**src/inc/trm_consts.svh**
```systemverilog
`ifndef TRM_CONSTS_SVH
`define TRM_CONSTS_SVH

// register offsets (byte addresses on the module bus)
`define TRM_OFS_ID_LAST 8'h1e
`define TRM_OFS_REVISION 8'h20
`define TRM_OFS_ROUTING 8'h22
`define TRM_OFS_DAC 8'h24
`define TRM_OFS_STATUS 8'h26

// routing selector field positions
`define TRM_POS_GEN1_ARM 0
`define TRM_POS_GEN2_ARM 2
`define TRM_POS_GEN3_ARM 4
`define TRM_POS_ANALYZER 6
`define TRM_POS_GEN2_PULSE 8
`define TRM_POS_GEN3_PULSE 10
`define TRM_POS_SLOT_ZERO 12
`define TRM_POS_ANALOG_A_EN 13
`define TRM_POS_ANALOG_B_EN 14
`define TRM_ROUTING_MASK 16'h7fff

// reset values
`define TRM_ROUTING_RESET 16'h0000
`define TRM_DAC_RESET 16'h0000

// strobe qualification: cycles the strobe must be seen before acting
`define TRM_STROBE_SETTLE_NS 50
`define TRM_CLK_PERIOD_NS 25
`define TRM_STROBE_SETTLE_CYC \
    ((`TRM_STROBE_SETTLE_NS + `TRM_CLK_PERIOD_NS - 1) / `TRM_CLK_PERIOD_NS)

`endif

```
**src/inc/trm_pkg.sv**
```systemverilog
`default_nettype none
package trm_pkg;
    typedef enum logic [1:0] {
        TRM_SRC_DIFF_A,
        TRM_SRC_DIFF_B,
        TRM_SRC_SYS_A,
        TRM_SRC_SYS_B
    } trm_arm_src_e;

    typedef enum logic [1:0] {
        TRM_PLS_PULSE_B,
        TRM_PLS_PULSE_C,
        TRM_PLS_ANALOG_A,
        TRM_PLS_ANALOG_B
    } trm_pulse_src_e;

    // digitised trigger inputs
    typedef struct packed {
        logic analog_a;
        logic analog_b;
        logic diff_a;
        logic diff_b;
        logic sys_a;
        logic sys_b;
        logic pulse_b;
        logic pulse_c;
    } trm_inputs_s;

    // routed trigger outputs
    typedef struct packed {
        logic ecl_a;
        logic ecl_b;
        logic gen1_arm;
        logic gen2_arm;
        logic gen3_arm;
        logic analyzer;
        logic gen2_pulse;
        logic gen3_pulse;
        logic slot_zero_primary;
        logic slot_zero_second;
        logic slot_zero_third;
    } trm_outputs_s;

    typedef enum {
        TRM_BUS_IDLE,
        TRM_BUS_SETTLE,
        TRM_BUS_ACK
    } trm_bus_e;
endpackage
`default_nettype wire

```
**src/design/trm_trigger_routing_mux.sv**
```systemverilog
// What this block does
// - decode id block 00-1f, revision 20, routing 22, dac 24, status 26
// - analyzer output picks diff a, diff b, system a, system b
// - generator one arm output uses its own four-way selector
// - generator two arm output uses an independent four-way selector
// - generator three arm output uses an independent four-way selector
// - generator two pulse output picks pulse b, pulse c, analog a, analog b
// - generator three pulse output uses same encoding, independent selector
// - slot-zero primary output: 0 diff a, 1 diff b
// - each analog input has a connect bit; 1 connects its relay
// - analog connect bits live only in the routing selector register
// - system triggers a and b go fixed to ecl outputs a and b
// - comparator threshold comes from the dac control register value
// - registers exchanged over asynchronous 16-bit module bus
// - reset clears every writable control field to zero
`include "trm_consts.svh"
`default_nettype none
module trm_trigger_routing_mux
    import trm_pkg::*;
#(
    parameter logic [15:0] ID_WORD0 = 16'h1234, // arbitrary value
    parameter logic [15:0] REVISION = 16'h0001, // arbitrary value
    parameter logic [15:0] STATUS_WORD = 16'h0000
) (
    input wire logic clk_in,
    input wire logic resetn_in,
    // module bus, strobes active low
    input wire logic cs_n_in,
    input wire logic [7:1] addr_in,
    input wire logic write_n_in,
    input wire logic [1:0] ds_n_in,
    input wire logic [15:0] data_in,
    output logic [15:0] data_out,
    output logic data_oe_out,
    output logic dtack_n_out,
    // trigger pins
    input wire trm_inputs_s trig_in,
    output trm_outputs_s trig_out,
    output logic analog_in_a_connect_out,
    output logic analog_in_b_connect_out,
    output logic [15:0] threshold_dac_out
);

// ----------------------------------------------------------------
// pin synchronisers
// ----------------------------------------------------------------
logic [2:0] bus_s1_q, bus_s2_q;
logic [2:0] bus_s1_d, bus_s2_d;
trm_inputs_s trig_s1_q, trig_s2_q;
trm_inputs_s trig_s1_d, trig_s2_d;
// address, lanes and data cross beside the strobes, so all of them
// belong to the same access when the settle count runs out
logic [24:0] word_s1_q, word_s2_q;
logic [24:0] word_s1_d, word_s2_d;
logic [7:1] addr_sync;
logic [1:0] lanes_n_sync;
logic [15:0] wdata_sync;

always_comb begin
    bus_s1_d = {cs_n_in, write_n_in, &ds_n_in};
    bus_s2_d = bus_s1_q;
    trig_s1_d = trig_in;
    trig_s2_d = trig_s1_q;
    word_s1_d = {addr_in, ds_n_in, data_in};
    word_s2_d = word_s1_q;
end

always_ff @(posedge clk_in or negedge resetn_in) begin
    if (!resetn_in) begin
        bus_s1_q <= 3'h7;
        bus_s2_q <= 3'h7;
        trig_s1_q <= '0;
        trig_s2_q <= '0;
        word_s1_q <= {7'h00, 2'h3, 16'h0000};
        word_s2_q <= {7'h00, 2'h3, 16'h0000};
    end else begin
        bus_s1_q <= bus_s1_d;
        bus_s2_q <= bus_s2_d;
        trig_s1_q <= trig_s1_d;
        trig_s2_q <= trig_s2_d;
        word_s1_q <= word_s1_d;
        word_s2_q <= word_s2_d;
    end
end

assign {addr_sync, lanes_n_sync, wdata_sync} = word_s2_q;

logic cycle_act;
logic cycle_wr;
assign cycle_act = !bus_s2_q[2] && !bus_s2_q[0];
assign cycle_wr = !bus_s2_q[1];

// ----------------------------------------------------------------
// bus handshake
// ----------------------------------------------------------------
// synchronised address, data and lanes are taken after the settle count
localparam int SETTLE = `TRM_STROBE_SETTLE_CYC;
trm_bus_e bus_q, bus_d;
logic [1:0] settle_q, settle_d;
logic [15:0] routing_q, routing_d;
logic [15:0] dac_q, dac_d;
logic [15:0] rdata_q, rdata_d;
logic oe_q, oe_d;
logic dtack_n_q, dtack_n_d;
logic [7:0] offset;
logic [15:0] rd_mux;
logic [15:0] wmask;

assign offset = {addr_sync, 1'b0};
assign wmask = {{8{!lanes_n_sync[1]}}, {8{!lanes_n_sync[0]}}};

always_comb begin
    rd_mux = 16'h0000;
    if (offset == 8'h00) begin
        rd_mux = ID_WORD0;
    end else if (offset <= `TRM_OFS_ID_LAST) begin
        rd_mux = 16'h0000;
    end else if (offset == `TRM_OFS_REVISION) begin
        rd_mux = REVISION;
    end else if (offset == `TRM_OFS_ROUTING) begin
        rd_mux = routing_q & `TRM_ROUTING_MASK;
    end else if (offset == `TRM_OFS_DAC) begin
        rd_mux = dac_q;
    end else if (offset == `TRM_OFS_STATUS) begin
        rd_mux = STATUS_WORD;
    end
end

always_comb begin
    bus_d = bus_q;
    settle_d = settle_q;
    routing_d = routing_q;
    dac_d = dac_q;
    rdata_d = rdata_q;
    oe_d = oe_q;
    dtack_n_d = dtack_n_q;
    case (bus_q)
        TRM_BUS_IDLE: begin
            oe_d = 1'b0;
            dtack_n_d = 1'b1;
            settle_d = 2'h0;
            if (cycle_act) begin
                bus_d = TRM_BUS_SETTLE;
            end
        end
        TRM_BUS_SETTLE: begin
            if (!cycle_act) begin
                bus_d = TRM_BUS_IDLE;
            end else if (settle_q >= 2'(SETTLE - 1)) begin
                bus_d = TRM_BUS_ACK;
                dtack_n_d = 1'b0;
                if (cycle_wr) begin
                    // analog connect only via routing register
                    if (offset == `TRM_OFS_ROUTING) begin
                        routing_d = ((routing_q & ~wmask) | (wdata_sync & wmask))
                            & `TRM_ROUTING_MASK;
                    end
                    if (offset == `TRM_OFS_DAC) begin
                        dac_d = (dac_q & ~wmask) | (wdata_sync & wmask);
                    end
                end else begin
                    rdata_d = rd_mux;
                    oe_d = 1'b1;
                end
            end else begin
                settle_d = settle_q + 2'h1;
            end
        end
        TRM_BUS_ACK: begin
            // hold acknowledge until the carrier drops its strobe
            if (!cycle_act) begin
                bus_d = TRM_BUS_IDLE;
                dtack_n_d = 1'b1;
                oe_d = 1'b0;
            end
        end
        default: begin
            bus_d = TRM_BUS_IDLE;
        end
    endcase
end

always_ff @(posedge clk_in or negedge resetn_in) begin
    if (!resetn_in) begin
        bus_q <= TRM_BUS_IDLE;
        settle_q <= 2'h0;
        routing_q <= `TRM_ROUTING_RESET;
        dac_q <= `TRM_DAC_RESET;
        rdata_q <= 16'h0000;
        oe_q <= 1'b0;
        dtack_n_q <= 1'b1;
    end else begin
        bus_q <= bus_d;
        settle_q <= settle_d;
        routing_q <= routing_d;
        dac_q <= dac_d;
        rdata_q <= rdata_d;
        oe_q <= oe_d;
        dtack_n_q <= dtack_n_d;
    end
end

// ----------------------------------------------------------------
// trigger crossbar
// ----------------------------------------------------------------
function automatic logic arm_pick(input logic [1:0] sel, input trm_inputs_s i);
    case (trm_arm_src_e'(sel))
        TRM_SRC_DIFF_A: arm_pick = i.diff_a;
        TRM_SRC_DIFF_B: arm_pick = i.diff_b;
        TRM_SRC_SYS_A: arm_pick = i.sys_a;
        TRM_SRC_SYS_B: arm_pick = i.sys_b;
        default: arm_pick = 1'b0;
    endcase
endfunction

function automatic logic pulse_pick(input logic [1:0] sel, input trm_inputs_s i);
    case (trm_pulse_src_e'(sel))
        TRM_PLS_PULSE_B: pulse_pick = i.pulse_b;
        TRM_PLS_PULSE_C: pulse_pick = i.pulse_c;
        TRM_PLS_ANALOG_A: pulse_pick = i.analog_a;
        TRM_PLS_ANALOG_B: pulse_pick = i.analog_b;
        default: pulse_pick = 1'b0;
    endcase
endfunction

trm_outputs_s route_d, route_q;
always_comb begin
    route_d.gen1_arm = arm_pick(routing_q[`TRM_POS_GEN1_ARM +: 2], trig_s2_q);
    route_d.gen2_arm = arm_pick(routing_q[`TRM_POS_GEN2_ARM +: 2], trig_s2_q);
    route_d.gen3_arm = arm_pick(routing_q[`TRM_POS_GEN3_ARM +: 2], trig_s2_q);
    route_d.analyzer = arm_pick(routing_q[`TRM_POS_ANALYZER +: 2], trig_s2_q);
    route_d.gen2_pulse = pulse_pick(routing_q[`TRM_POS_GEN2_PULSE +: 2], trig_s2_q);
    route_d.gen3_pulse = pulse_pick(routing_q[`TRM_POS_GEN3_PULSE +: 2], trig_s2_q);
    route_d.slot_zero_primary = routing_q[`TRM_POS_SLOT_ZERO] ?
        trig_s2_q.diff_b : trig_s2_q.diff_a;
    route_d.ecl_a = trig_s2_q.sys_a;
    route_d.ecl_b = trig_s2_q.sys_b;
    route_d.slot_zero_second = trig_s2_q.sys_a;
    route_d.slot_zero_third = trig_s2_q.sys_b;
end

// registered outputs cost one clock of latency on every trigger path
always_ff @(posedge clk_in or negedge resetn_in) begin
    if (!resetn_in) begin
        route_q <= '0;
    end else begin
        route_q <= route_d;
    end
end

assign trig_out = route_q;
assign analog_in_a_connect_out = routing_q[`TRM_POS_ANALOG_A_EN];
assign analog_in_b_connect_out = routing_q[`TRM_POS_ANALOG_B_EN];
assign threshold_dac_out = dac_q;
assign data_out = rdata_q;
assign data_oe_out = oe_q;
assign dtack_n_out = dtack_n_q;

endmodule
`default_nettype wire

```
**config.mk**
```make
export PLATFORM = sky130hd
export DESIGN_NAME = trm_trigger_routing_mux
export DESIGN_NICKNAME = d
export VERILOG_FILES = /design/src/inc/trm_pkg.sv /design/src/design/trm_trigger_routing_mux.sv
export VERILOG_INCLUDE_DIRS = /design/src /design/src/inc
export SDC_FILE = /design/constraint.sdc
export NUM_CORES = 1
export LEC_CHECK = 0
export BUFFER_PORTS_ARGS = -buffer_cell sky130_fd_sc_hd__buf_4
export CAP_MARGIN = 20
export CORE_AREA = 5 5 106 108
export DETAILED_ROUTE_END_ITERATION = 10
export DIE_AREA = 0 0 111 113
export PLACE_DENSITY = 0.69
export SLEW_MARGIN = 20
export SYNTH_ARGS = -nofsm -noshare
export SYNTH_HDL_FRONTEND = slang
export SYNTH_SLANG_ARGS = --single-unit
```
**constraint.sdc**
```tcl
create_clock -name clk_in -period 1.95 [get_ports clk_in]
set_input_delay 0.585 -clock clk_in [delete_from_list [all_inputs] [get_ports clk_in]]
set_output_delay 0.585 -clock clk_in [all_outputs]
set_load 0.005 [all_outputs]
```
# Word level (Yosys, flattened, before mapping)
# Index checks and enable logic that the tools add are counted.
# classes
reduce_logical,23
n_addsub,1
muxes,29
bitwise_logic,7
order_cmp,2
n_eq_ne,30
# op_table
cell,count
32-bit two-way mux,4
32-bit case mux with 3 select lines,1
16-bit two-way mux,5
16-bit bitwise AND,2
"32-bit by 1-bit equality test with 1-bit output, second input constant",1
"32-bit by 2-bit equality test with 1-bit output, second input constant",1
32-bit zero test,1
"2-bit equality test, second input constant",12
1-bit case mux with 4 select lines,6
"7-bit by 5-bit equality test with 1-bit output, second input constant",3
16-bit inverter,1
16-bit OR,1
15-bit bitwise AND,1
15-bit OR,1
5-bit AND reduction,3
"2-bit by 1-bit equality test with 1-bit output, second input constant",6
2-bit zero test,6
"2-bit != test, second input constant",6
"8-bit by 5-bit <= comparator with 1-bit output, second input constant",1
8-bit zero test,1
1-bit two-way mux,8
4-bit AND reduction,2
1-bit case mux with 3 select lines,2
3-bit AND reduction,2
11 further kinds,15
# totals
ff_bits,164
wordCells,128
inputBits,37

# Depth between registers and ports, before layout
# logic_depth
depth_word,6
mapped_depth,7
ltp_nobuf,6

# Worst setup path before layout
# Ideal clock, no wire load.
# synth_timing
kind,register to register
start,register settle_q[0]
end,register with a tool-made name
stages_incl_launch_ff,7
setup_time_ns,0.128
required_time_ns,1.822
path_slack_ns,0.120
arrival_time_ns,1.703
path_cell_list,dfrtp_1 inv_1 ha_1 or4_4 nor3_2 nand2_2 mux2_1
# synth_lines
item,line,text
from (decl),trm_trigger_routing_mux.sv:99,"logic [1:0] settle_q, settle_d;"
from (signal assigned),trm_trigger_routing_mux.sv:194,settle_q <= settle_d;

==> summary.txt <==
Outcome
  – Status: finished clean

Synthesis
  – Main flop type after synthesis: dfrtp_1
  – Mapped Nets: 316
  – Post-synthesis mux area share: 11.5%
  – Syn Inst Count: 278
  – Synthesized cell area: 4490 um2
  – Compound-Gate Fraction of Synth Area: 5.93%
  – Netlist cell types: 36
  – Xor/xnor share of the synthesized area: 0%
  – Cell with the most instances after synthesis: dfrtp_1
  – Register area share after synthesis: 75.0%
  – Synth area leader: dfrtp_1
  – Largest family of logic cells by synthesized area: multiplexers
  – Post-Syn Area per Cell: 16.2 um2
  – Syn. warnings: 0
  – Top cells by area, synth: dfrtp_1, mux2_2, dfstp_2, mux4_2, a22oi_1
  – Synth async-reset ratio: 100%
  – EDFF count, synth: 0
  – Area share of fa/ha/maj cells after synthesis: 0.279%
  – FF+latch count, synth: 134
  – Post-synth top cells: dfrtp_1, mux2_2, nand2_1, nor2_1
  – Post-synthesis simple-gate area fraction: 5.93%
  – Synth top area share: 68.5%

STA
  – RSZ-0062 raised after global routing: true
  – Setup TNS: 0 ns
  – Final worst-path cycle share: 99.1%
  – Worst rel slew slack: 73.5%
  – Final setup viols: 0
  – Fmax achieved: 518 MHz
  – Final Hold Viols: 0
  – Least-Margin Pin Slew: 0.395 ns
  – Final Skew: 0.00744 ns
  – Fin. max-slew vios: 0
  – Fin crit period: 1.93 ns

Critical path
  – CP arrival: 2.32 ns
  – Worst path max stage delay: 0.47 ns
  – Crit path cell chain: inv_2 -> ha_2 -> or4_4 -> nor3_4 -> nand2_4 -> mux2_4
  – R2R Setup Slk: 0.02 ns
  – Delay-heaviest family, CP: simple AND/OR/NAND/NOR gates
  – Critical path's slowest cell: or4_4
  – CP Buf/Inv Count: 1
  – Nature of the critical path startpoint: register
  – CP Max Fanout: 8
  – Required @ worst endpoint: 2.34 ns
  – Setup crit end kind: register
  – R2R depth: 6
  – Worst R2R Start: settle_q[0]
  – Critical Setup Path Class: register to register

Clock tree
  – CTS Buf Count: 17
  – Clock Pin Slew Worst Setup and Hold Paths: 0.06 ns
  – Max clock buf depth: 2
  – Htree depth: 4
  – Clk root buf: clkbuf_8
  – Post-CTS Repair Setup Buffers: 0
  – Clk Latency, worst-skew pair: 0.50 ns
  – CTS tree: built
  – CTS sink cnt: 134

Cells and area
  – Layout Area Growth over Synthesis: 34.0%
  – Non-Filler Instances: 531
  – Layout Nets: 420
  – Fill cells: 781
  – Register area: 3370 um2
  – Core Util, Final: 59.4%
  – Share of cells above drive strength 1: 46.6%
  – Multi-input logic area: 1110 um2
  – # diodes: 0

Power
  – Power Density: 1100 nW/um2
  – Leakage: 2.91 nW
  – Switching Share: 21.2%
  – Switching power total: 0.00140 W
  – Power, Total: 0.00660 W
  – Peak supply drop: 649 uV
  – Reg power frac: 45.5%
  – Combinational power share: 5.1%
  – Pint: 0.00520 W
  – Clock network power share: 49.5%

Detailed routing
  – Router iterations before antenna repair: 4
  – Routed Wire Length: 9060 um
  – DRT iter0 DRCs: 125
  – Antenna-violating nets left: 0
  – Via-to-Cell Ratio: 4.84
  – Post-route DRC: 0
  – Via Count: 2,569
  – WL/cell: 17.1 um

Die
  – Die Y: 113 um
  – Row count: 37
  – I/O Pins: 84
  – Die area: 12,500 um2
  – Core footprint: 10,100 um2
  – Initial Util: 44.3%
  – Die X-Extent: 111 um

Global route
  – Initial antenna violation count: 0
  – First-pass GRT wire length: 14,800 um
  – Largest net degree at the start of global routing: 41
  – Vias in the first global route: 2,820
  – Tot GR Track Use: 15.5%
  – Total grt overflow: 0

Job
  – MaxCap Viol Count: 0

Place
  – Input/output buffers: 83
  – RePlAce Congestion: 0.756
  – Placed insts: 498
  – DP Wirelength: 6240 um

Hold path
  – Sink of the worst hold path: word_s1_q[0]
  – Hold Path Origin: data_in[0]
  – Worst Hold Depth: 1
  – Hold Path Class: input pin to register
## layout make-up
cell class | instances | share of cell area, %
sequential | 134 | 55.9
multi-input combinational | 132 | 18.4
timing repair buffer | 93 | 12.3
clock buffer | 19 | 7.00
clock inverter | 13 | 3.26
tap | 136 | 2.83
inverter | 4 | 0.249
## metal layers
layer  up-vias  track usage (%)  wire (um)
li1       1188                -          -
met1      1299             18.0       3600
met2        74             27.0       4900
met3         8             6.26        493
met4         0             3.94         74
met5         -                0          0
## cell families (layout without fill, tap and decap cells)
kind of cell,count (synthesis),count (layout)
AO/OA/AOI/OAI,41,41
adder cells (fa/ha/maj),1,1
flip-flops,134,134
buffers and inverters,12,129
AND/OR/NAND/NOR,50,50
multiplexers,40,40
## how the worst max path moves through the flow
stage | start | to | slack (ns) | cells after the start
6_report | settle_q[0] | register | 0.02 | 6
5_1_grt | settle_q[1] | register | -0.03 | 6
4_1_cts | settle_q[0] | register | -0.003 | 6
3_5_place_dp | settle_q[0] | register | -0.03 | 6
3_3_place_gp | settle_q[0] | register | 0.05 | 6
2_1_floorplan | settle_q[0] | register | 0.12 | 6
## metrics by stage
step / cell area, um2 / hold slack (ns) / setup WS (ns)
2_1_floorplan: 4490 / 0.289 / 0.120
4_1_cts: 5980 / 0.159 / -0.00303
5_1_grt: 6020 / 0.142 / -0.0257
3_3_place_gp: 5350 / 0.332 / 0.0494
6_report: 6020 / 0.185 / 0.0180
3_5_place_dp: 5350 / 0.335 / -0.0343
## power groups by stage
| stage | Combinational (W) | Clock (W) | Sequential (W) |
|---|---|---|---|
| after floorplan | 0.0000993 | 0 | 0.00303 |
| after global placement | 0.000324 | 0 | 0.00304 |
| after detailed placement | 0.000333 | 0 | 0.00305 |
| after CTS | 0.000341 | 0.00333 | 0.00300 |
| after global routing | 0.000373 | 0.00349 | 0.00302 |
| final | 0.000335 | 0.00326 | 0.00300 |
## layout by cell type, fill, tap and decap left out, types with 2 or more instances in the layout
| master | n |
|---|---|
| dfrtp_1 | 123 |
| buf_4 | 88 |
| mux2_2 | 30 |
| clkbuf_16 | 16 |
| nor2_1 | 15 |
| nand2_1 | 15 |
| o21ai_0 | 14 |
| a22oi_1 | 14 |
| dfstp_2 | 11 |
| mux4_2 | 6 |
| a21oi_1 | 5 |
| nand2_4 | 4 |
| bufinv_16 | 4 |
| clkinv_4 | 4 |
| inv_1 | 3 |
| a22o_1 | 3 |
| mux2_4 | 3 |
| inv_6 | 3 |
| buf_12 | 3 |
| or3b_2 | 2 |
| or4b_1 | 2 |
| nor3_4 | 2 |
| or3_1 | 2 |
| a21o_1 | 2 |
| clkinvlp_4 | 2 |
| clkbuf_1 | 2 |
## repair_timing
action,in CTS,in global routing
pin swaps,1,1
gates resized for setup,1,10
endpoints found under the setup margin,2,47
endpoints found under the hold margin,37,0
hold buffers,1,0
Note: power is estimated with default switching activity, not from simulation.
